===== src/dbg_trig_cfg.svh =====
// addresses, field positions, reset values for the hart debug/trigger csr block
`ifndef DBG_TRIG_CFG_SVH
`define DBG_TRIG_CFG_SVH
`define DT_ADDR_TSEL 12'h07a0
`define DT_ADDR_TRIG_D1 12'h07a1
`define DT_ADDR_TRIG_D2 12'h07a2
`define DT_ADDR_TRIG_D3 12'h07a3
`define DT_ADDR_DCSR 12'h07b0
`define DT_ADDR_DPC 12'h07b1
`define DT_ADDR_DSCRATCH 12'h07b2
`define DT_NUM_TRIG 2
`define DT_PRIV_M 2'h3
`define DT_TYPE_LSB 28
`define DT_DMODE_BIT 27
`define DT_TYPE_NONE 4'h0
`define DT_TYPE_MATCH 4'h2
`define DT_TD1_WMASK 28'h800_ffdf
`define DT_TD1_FIXED 28'h080_0000
`define DT_RST_WORD 32'h0000_0000
`define DT_RST_TD1 28'h000_0000
`define DT_RST_IDX 1'h0
`endif


===== src/dbg_trig_pkg.sv =====
// types for the hart debug/trigger csr block
package dbg_trig_pkg;
  typedef struct packed {
    logic valid;
    logic we;
    logic [11:0] addr;
    logic [31:0] wdata;
  } csr_req_t;
  typedef struct packed {
    logic ack;
    logic illegal;
    logic [31:0] rdata;
  } csr_rsp_t;
  typedef enum logic [7:0] {
    K_NONE = 8'h01,
    K_TSEL = 8'h02,
    K_TD1 = 8'h04,
    K_TD2 = 8'h08,
    K_TD3 = 8'h10,
    K_DCSR = 8'h20,
    K_DPC = 8'h40,
    K_DSCR = 8'h80
  } csr_kind_t;
endpackage : dbg_trig_pkg


===== src/hart_debug_trigger_csrs.sv =====
// per-hart debug csrs and indirect trigger register banks
`timescale 1ns/100ps
`default_nettype none
`include "dbg_trig_cfg.svh"
module hart_debug_trigger_csrs (
  input wire logic clock,
  input wire logic srst,
  input wire dbg_trig_pkg::csr_req_t csr_req,
  input wire logic [1:0] priv_mode,
  input wire logic dbg_enter,
  input wire logic [31:0] dbg_enter_pc,
  input wire logic dbg_exit,
  output var dbg_trig_pkg::csr_rsp_t csr_rsp,
  output logic in_debug,
  output logic resume_valid,
  output logic [31:0] resume_pc
);
  localparam int NT = `DT_NUM_TRIG;

  function automatic dbg_trig_pkg::csr_kind_t csr_kind(input logic [11:0] a);
    case (a)
      `DT_ADDR_TSEL: csr_kind = dbg_trig_pkg::K_TSEL;
      `DT_ADDR_TRIG_D1: csr_kind = dbg_trig_pkg::K_TD1;
      `DT_ADDR_TRIG_D2: csr_kind = dbg_trig_pkg::K_TD2;
      `DT_ADDR_TRIG_D3: csr_kind = dbg_trig_pkg::K_TD3;
      `DT_ADDR_DCSR: csr_kind = dbg_trig_pkg::K_DCSR;
      `DT_ADDR_DPC: csr_kind = dbg_trig_pkg::K_DPC;
      `DT_ADDR_DSCRATCH: csr_kind = dbg_trig_pkg::K_DSCR;
      default: csr_kind = dbg_trig_pkg::K_NONE;
    endcase
  endfunction : csr_kind

  // only implemented banks report a trigger kind
  function automatic logic [3:0] trig_type(input logic idx);
    trig_type = (32'(idx) < NT) ? `DT_TYPE_MATCH : `DT_TYPE_NONE;
  endfunction : trig_type

  logic tsel_ff, nxt_tsel;
  logic [27:0] td1_ff [NT];
  logic [27:0] nxt_td1 [NT];
  logic [31:0] td2_ff [NT];
  logic [31:0] nxt_td2 [NT];
  logic [31:0] td3_ff [NT];
  logic [31:0] nxt_td3 [NT];
  logic [31:0] dcsr_ff, nxt_dcsr, dpc_ff, nxt_dpc, dscr_ff, nxt_dscr;
  logic dbg_ff, nxt_dbg, resv_ff, nxt_resv;
  logic [31:0] rpc_ff, nxt_rpc;
  dbg_trig_pkg::csr_rsp_t rsp_ff, nxt_rsp;

  dbg_trig_pkg::csr_kind_t kind;
  logic is_trig, is_tdata, is_dbg_only, sel_dmode, illegal, do_wr;
  logic [31:0] rd;

  always_comb begin
    kind = csr_kind(csr_req.addr);
    is_trig = kind inside {dbg_trig_pkg::K_TSEL, dbg_trig_pkg::K_TD1,
                           dbg_trig_pkg::K_TD2, dbg_trig_pkg::K_TD3};
    is_tdata = is_trig && kind != dbg_trig_pkg::K_TSEL;
    is_dbg_only = kind inside {dbg_trig_pkg::K_DCSR, dbg_trig_pkg::K_DPC,
                               dbg_trig_pkg::K_DSCR};
    sel_dmode = td1_ff[tsel_ff][`DT_DMODE_BIT];
    illegal = 1'b1;
    if (is_dbg_only) begin
      illegal = !dbg_ff;
    end else if (is_trig) begin
      illegal = !dbg_ff && priv_mode != `DT_PRIV_M;
      if (is_tdata && !dbg_ff && sel_dmode) begin
        illegal = 1'b1;
      end
    end
    do_wr = csr_req.valid && csr_req.we && !illegal;
    // read view of the addressed csr, trigger data from the selected bank
    case (kind)
      dbg_trig_pkg::K_TSEL: rd = {31'h0000_0000, tsel_ff};
      dbg_trig_pkg::K_TD1:
        rd = {trig_type(tsel_ff), td1_ff[tsel_ff] | `DT_TD1_FIXED};
      dbg_trig_pkg::K_TD2: rd = td2_ff[tsel_ff];
      dbg_trig_pkg::K_TD3: rd = td3_ff[tsel_ff];
      dbg_trig_pkg::K_DCSR: rd = dcsr_ff;
      dbg_trig_pkg::K_DPC: rd = dpc_ff;
      dbg_trig_pkg::K_DSCR: rd = dscr_ff;
      default: rd = `DT_RST_WORD;
    endcase
  end

  always_comb begin
    nxt_tsel = tsel_ff;
    nxt_td1 = td1_ff;
    nxt_td2 = td2_ff;
    nxt_td3 = td3_ff;
    nxt_dcsr = dcsr_ff;
    nxt_dpc = dpc_ff;
    nxt_dscr = dscr_ff;
    nxt_dbg = dbg_ff;
    nxt_resv = 1'b0;
    nxt_rpc = rpc_ff;
    nxt_rsp.ack = csr_req.valid;
    nxt_rsp.illegal = csr_req.valid && illegal;
    nxt_rsp.rdata = (csr_req.valid && !illegal) ? rd : `DT_RST_WORD;
    if (do_wr) begin
      case (kind)
        dbg_trig_pkg::K_TSEL: begin
          // out-of-range index is dropped, the old one stays
          if (csr_req.wdata < 32'(NT)) begin
            nxt_tsel = csr_req.wdata[0];
          end
        end
        dbg_trig_pkg::K_TD1: begin
          // type and fixed fields are never stored; dmode settable only from debug mode
          nxt_td1[tsel_ff] = csr_req.wdata[27:0] & `DT_TD1_WMASK;
          if (!dbg_ff) begin
            nxt_td1[tsel_ff][`DT_DMODE_BIT] = 1'b0;
          end
        end
        dbg_trig_pkg::K_TD2: nxt_td2[tsel_ff] = csr_req.wdata;
        dbg_trig_pkg::K_TD3: nxt_td3[tsel_ff] = csr_req.wdata;
        dbg_trig_pkg::K_DCSR: nxt_dcsr = csr_req.wdata;
        dbg_trig_pkg::K_DPC: nxt_dpc = csr_req.wdata;
        dbg_trig_pkg::K_DSCR: nxt_dscr = csr_req.wdata;
        default: nxt_dscr = dscr_ff;
      endcase
    end
    // entry wins over a same-cycle csr write to the debug pc
    if (dbg_enter && !dbg_ff) begin
      nxt_dbg = 1'b1;
      nxt_dpc = dbg_enter_pc;
    end else if (dbg_exit && dbg_ff) begin
      nxt_dbg = 1'b0;
      nxt_resv = 1'b1;
      nxt_rpc = dpc_ff;
    end
  end

  always_ff @(posedge clock) begin
    if (srst) begin
      tsel_ff <= `DT_RST_IDX;
      for (int i = 0; i < NT; i++) begin
        td1_ff[i] <= `DT_RST_TD1;
        td2_ff[i] <= `DT_RST_WORD;
        td3_ff[i] <= `DT_RST_WORD;
      end
      dcsr_ff <= `DT_RST_WORD;
      dpc_ff <= `DT_RST_WORD;
      dscr_ff <= `DT_RST_WORD;
      dbg_ff <= 1'b0;
      resv_ff <= 1'b0;
      rpc_ff <= `DT_RST_WORD;
      rsp_ff <= '0;
    end else begin
      tsel_ff <= nxt_tsel;
      td1_ff <= nxt_td1;
      td2_ff <= nxt_td2;
      td3_ff <= nxt_td3;
      dcsr_ff <= nxt_dcsr;
      dpc_ff <= nxt_dpc;
      dscr_ff <= nxt_dscr;
      dbg_ff <= nxt_dbg;
      resv_ff <= nxt_resv;
      rpc_ff <= nxt_rpc;
      rsp_ff <= nxt_rsp;
    end
  end

  assign csr_rsp = rsp_ff;
  assign in_debug = dbg_ff;
  assign resume_valid = resv_ff;
  assign resume_pc = rpc_ff;
endmodule : hart_debug_trigger_csrs
`default_nettype wire


===== config.mk =====
export PLATFORM = sky130hd
export DESIGN_NAME = hart_debug_trigger_csrs
export DESIGN_NICKNAME = d
export VERILOG_FILES = /design/src/dbg_trig_pkg.sv /design/src/hart_debug_trigger_csrs.sv
export VERILOG_INCLUDE_DIRS = /design/src /design/src/src
export SDC_FILE = /design/constraint.sdc
export NUM_CORES = 1
export LEC_CHECK = 0
export BUFFER_PORTS_ARGS = -buffer_cell sky130_fd_sc_hd__buf_2
export CELL_PAD_IN_SITES_DETAIL_PLACEMENT = 1
export CELL_PAD_IN_SITES_GLOBAL_PLACEMENT = 2
export CORE_UTILIZATION = 37
export DETAILED_ROUTE_END_ITERATION = 8
export HOLD_SLACK_MARGIN = 0.1
export PLACE_DENSITY = 0.86
export SYNTH_ARGS = -nofsm -noshare
export SYNTH_HDL_FRONTEND = slang
export SYNTH_SLANG_ARGS = --single-unit

===== constraint.sdc =====
create_clock -name clock -period 2.3 [get_ports clock]
set_input_delay 0.115 -clock clock [delete_from_list [all_inputs] [get_ports clock]]
set_output_delay 0.115 -clock clock [all_outputs]
set_load 0.03 [all_outputs]

==> metrics.md <==
| Metric | Value |
|---|---|
| Mux contribution to synthesized area | 10.1% |
| Later-pin clock latency in the skew report | 0.57 ns |
| Worst Path Required | approximately 2.7 ns |
| Clock Pin Slew Worst Setup and Hold Paths | approximately 0.060 ns |
| Comb pwr share | roughly 7.8% |
| Net Count, Synth | between 1.5k and 2k |
| DRC Markers | 0 |
| Max-cap viol count | 0 |
| Routed via count | ~14k |
| Initial antenna violation count | 3 |
| Cell Rows | a little over 70 |
| Reg2Reg Setup Slack | between 0.01 and 0.015 ns |
| First-pass GRT wire length | 85000 um |
| Unrepaired setup endpoints after global routing | true |
| Worst Clk Skew | between 0.04 and 0.05 ns |
| Worst-path cell chain | buf_4 > nor2b_4 > buf_12 > mux2i_1 > dlygate4sd3_1 > o22ai_1 > a211o_1 |
| Clk root buf | clkbuf_16 |
| Critical Path Start | in_debug$_SDFFE_PP0P_ |
| Cells after Synth | between 1.5k and 2k |
| Reg2reg start | in_debug$_SDFFE_PP0P_ |
| Dpl ws | 0.127 ns |
| Post-synth top area cell | dfxtp_1 |
| Syn-to-layout area delta | 26.0% |
| Total CTS buffers | 38 |
| Final Max Tran Viols | 0 |
| Setup slack after layout | ~0.010 ns |
| GR Util All Layers | between 20% and 30% |
| Clock buffer depth | 3 |
| Slew at the pin closest to its max-slew limit | ~0.55 ns |
| Simple-Gate Fraction of Synth Area | between 20% and 30% |
| Worst setup SP type | flip-flop |
| WL met3 | approximately 4000 um |
| Synth top area share | a little under half |
| Setup TNS | 0 ns |
| Arrival time worst endpoint | roughly 2.7 ns |
| Layout cells sized above 1 | 18.9% |
| Worst rel slew slack | 62.9% |
| Minimum clock period after layout | between 2 and 2.5 ns |
| DIE HEIGHT | approximately 200 um |
| Pin count of the biggest net entering global routing | 93 |
| WL/cell | approximately 24 um |
| Vias in the first global route | around 14k |
| Met2 wire len | 25700 um |
| Most frequent cells in the layout | dfxtp_1, o21ai_0, nand3b_1, buf_2, mux2i_1 |
| Input/output buffers | between 150 and 200 |
| Vias per cell | 5.82 |
| Seq cells post-synth | about 330 |
| CP Capture Type | flip-flop |
| Post-DP HPWL | around 34000 um |
| VDD IR max | approximately 0.00045 V |
| Post-synth EDFFs | 0 |
| Final Hold Vio Count | 0 |
| HP Class | input port to flip-flop |
| Internal power | around 10000 uW |
| Prevailing post-synth register cell | dfxtp_1 |
| DRT iter0 DRCs | roughly 900 |
| Final ANT Viol Nets | 0 |
| TritonCTS clock tree | yes |
| Synth cell types | between 50 and 60 |
| Compound-Gate Fraction of Synth Area | about 20% |
| Sw frac | between 20% and 30% |
| Worst reg2reg path depth | 7 |
| GP Congestion | approximately 0.86 |
| Async set-reset flop share out of synthesis | 0% |
| Fill count | 4432 |
| Initial core utilization | a little under two fifths |
| Fin nets | ~1.9k |
| Reg power frac | 44.0% |
| First-pass detailed-route iteration total | 7 |
| # IOs | around 150 |
| Synth top area cells | dfxtp_1, o21ai_0, nand3b_1 |
| Fmax | between 400 and 500 MHz |
| Synthesized area | ~14000 um^2 |
| Footprint of the multi-input gates | between 7000 and 8000 um^2 |
| FF+latch area | about 6500 um^2 |
| DIE AREA | between 30000 and 40000 um^2 |
| Syn_area_per_cell | ~9.0 um^2 |
| Pwr dens | between 700 and 800 nW/um^2 |
| Top sig layer | met5 |
| Sink count of the clock tree | ~330 |
| Commonest non-fill, non-tap cell in the layout | dfxtp_1 |
| Kind of critical path | flip-flop to flip-flop |
| Sw power | roughly 3300 uW |
| Reg2reg end | dpc_ff[0]$_SDFFE_PP0P_ |
| Status | finished clean |
| Synthesized-area fraction occupied by adder cells | 0% |
| Worst setup endpoint | dpc_ff[0]$_SDFFE_PP0P_ |
| Post-Route WL | between 50000 and 60000 um |
| Final period util | 99.5% |
| Leak | ~0.0067 uW |
| Core box area | slightly below 40000 um^2 |
| Max H-tree Level | 2 |
| Grt total ovfl | 0 |
| Sequential element share of the synthesized area | 45.0% |
| Clock power share | about half |
| Crit path max-delay cell type | dlygate4sd3_1 |
| Hold path depth | 4 |
| Combinational family with the most area after synthesis | simple AND/OR/NAND/NOR gates |
| Die extent in x | between 150 and 200 um |
| Crit path max fanout | 9 |
| XOR/XNOR share of the synthesized area | 0% |
| CP max stage delay | 0.61 ns |
| Final setup violation count | 0 |
| Syn. warnings | 0 |
| M1 WL | 24600 um |
[flip-flops by register name, indices dropped and copies added (netlist names)]
signal / flops
td1_ff: 32
resume_valid: 1
in_debug: 1
dpc_ff: 32
td2_ff: 64
resume_pc: 32
td3_ff: 64
tsel_ff: 1
dscr_ff: 32
csr_rsp: 34
dcsr_ff: 32
[per-layer routing]
layer	GRT usage [%]	vias to the layer above
met4	11.1	2
met2	44.4	509
li1	-	6188
met1	38.0	6795
met5	0	-
met3	4.73	111
[final cells by class]
class | count | area share, %
clock buffer | 58 | 6.42
multi-input combinational | 1123 | 40.9
tap | 518 | 3.56
antenna | 2 | 0.0275
clock inverter | 12 | 0.880
timing repair buffer | 296 | 12.4
sequential | 325 | 35.8
inverter | 4 | 0.0825
[critical path, delay by kind of cell (launching register included)]
| kind | cells | cell delay, ns |
|---|---|---|
| buffers and inverters | 3 | 0.97 |
| and+or+nand+nor | 1 | 0.21 |
| muxes | 1 | 0.21 |
| DFF | 1 | 0.36 |
| AOI/OAI and AO/OA | 2 | 0.41 |
[metrics by stage]
stage / hold WS (ns) / instance area (um^2) / std cells / total power, uW / util (%)
floorplan: 0.225 / 14400 / 1597 / 6420 / -
global placement: 0.341 / 16000 / 2189 / 6790 / 41.4
detailed placement: 0.344 / 16000 / 2189 / 6810 / 41.4
CTS: 0.102 / 18100 / 2337 / 13300 / 46.9
global route: 0.125 / 18200 / 2337 / 13700 / 47.2
finish: 0.112 / 18200 / 2338 / 13300 / 47.2
[worst min path at each step]
stage | startpoint | endpoint | slack, ns
6_report | csr_req[14] | dpc_ff[14]$_SDFFE_PP0P_ | 0.11
3_3_place_gp | dbg_enter | in_debug$_SDFFE_PP0P_ | 0.34
4_1_cts | csr_req[44] | tsel_ff$_SDFFE_PP0P_ | 0.10
2_1_floorplan | dbg_enter | in_debug$_SDFFE_PP0P_ | 0.23
3_5_place_dp | dbg_enter | in_debug$_SDFFE_PP0P_ | 0.34
5_1_grt | csr_req[15] | dpc_ff[15]$_SDFFE_PP0P_ | 0.12
[cell usage after synthesis (29+ instances only)]
cell type	instances
mux2_2	29
a22o_1	32
nand2b_1	37
a21oi_1	31
clkbuf_1	116
o21ai_1	56
nor2b_1	67
o21ai_0	252
o22ai_1	61
nor2_1	65
nand3b_1	163
nand2_1	69
mux2i_1	113
dfxtp_1	325
[power by group through the flow]
stage	sequential [uW]	combinational (uW)	clock, uW
global route	5850	1090	6720
CTS	5840	966	6480
detailed placement	5960	846	0
floorplan	5950	464	0
global placement	5960	823	0
finish	5850	1030	6420
[cells by family (layout without fill, tap and decap cells)]
kind of cell    count (synthesis)  in the layout
compound gates                497            497
other cells                     0              2
buf+inv                       149            370
mux                           142            142
flops                         325            325
simple gates                  484            484
[repair_timing]
item	4_1_cts	5_1_grt
gates resized for setup	0	22
hold buffers	78	1
endpoints found under the setup margin	0	18
setup buffers	0	1
hold endpoints to repair	126	1
Power figures use the tool's default switching activity.
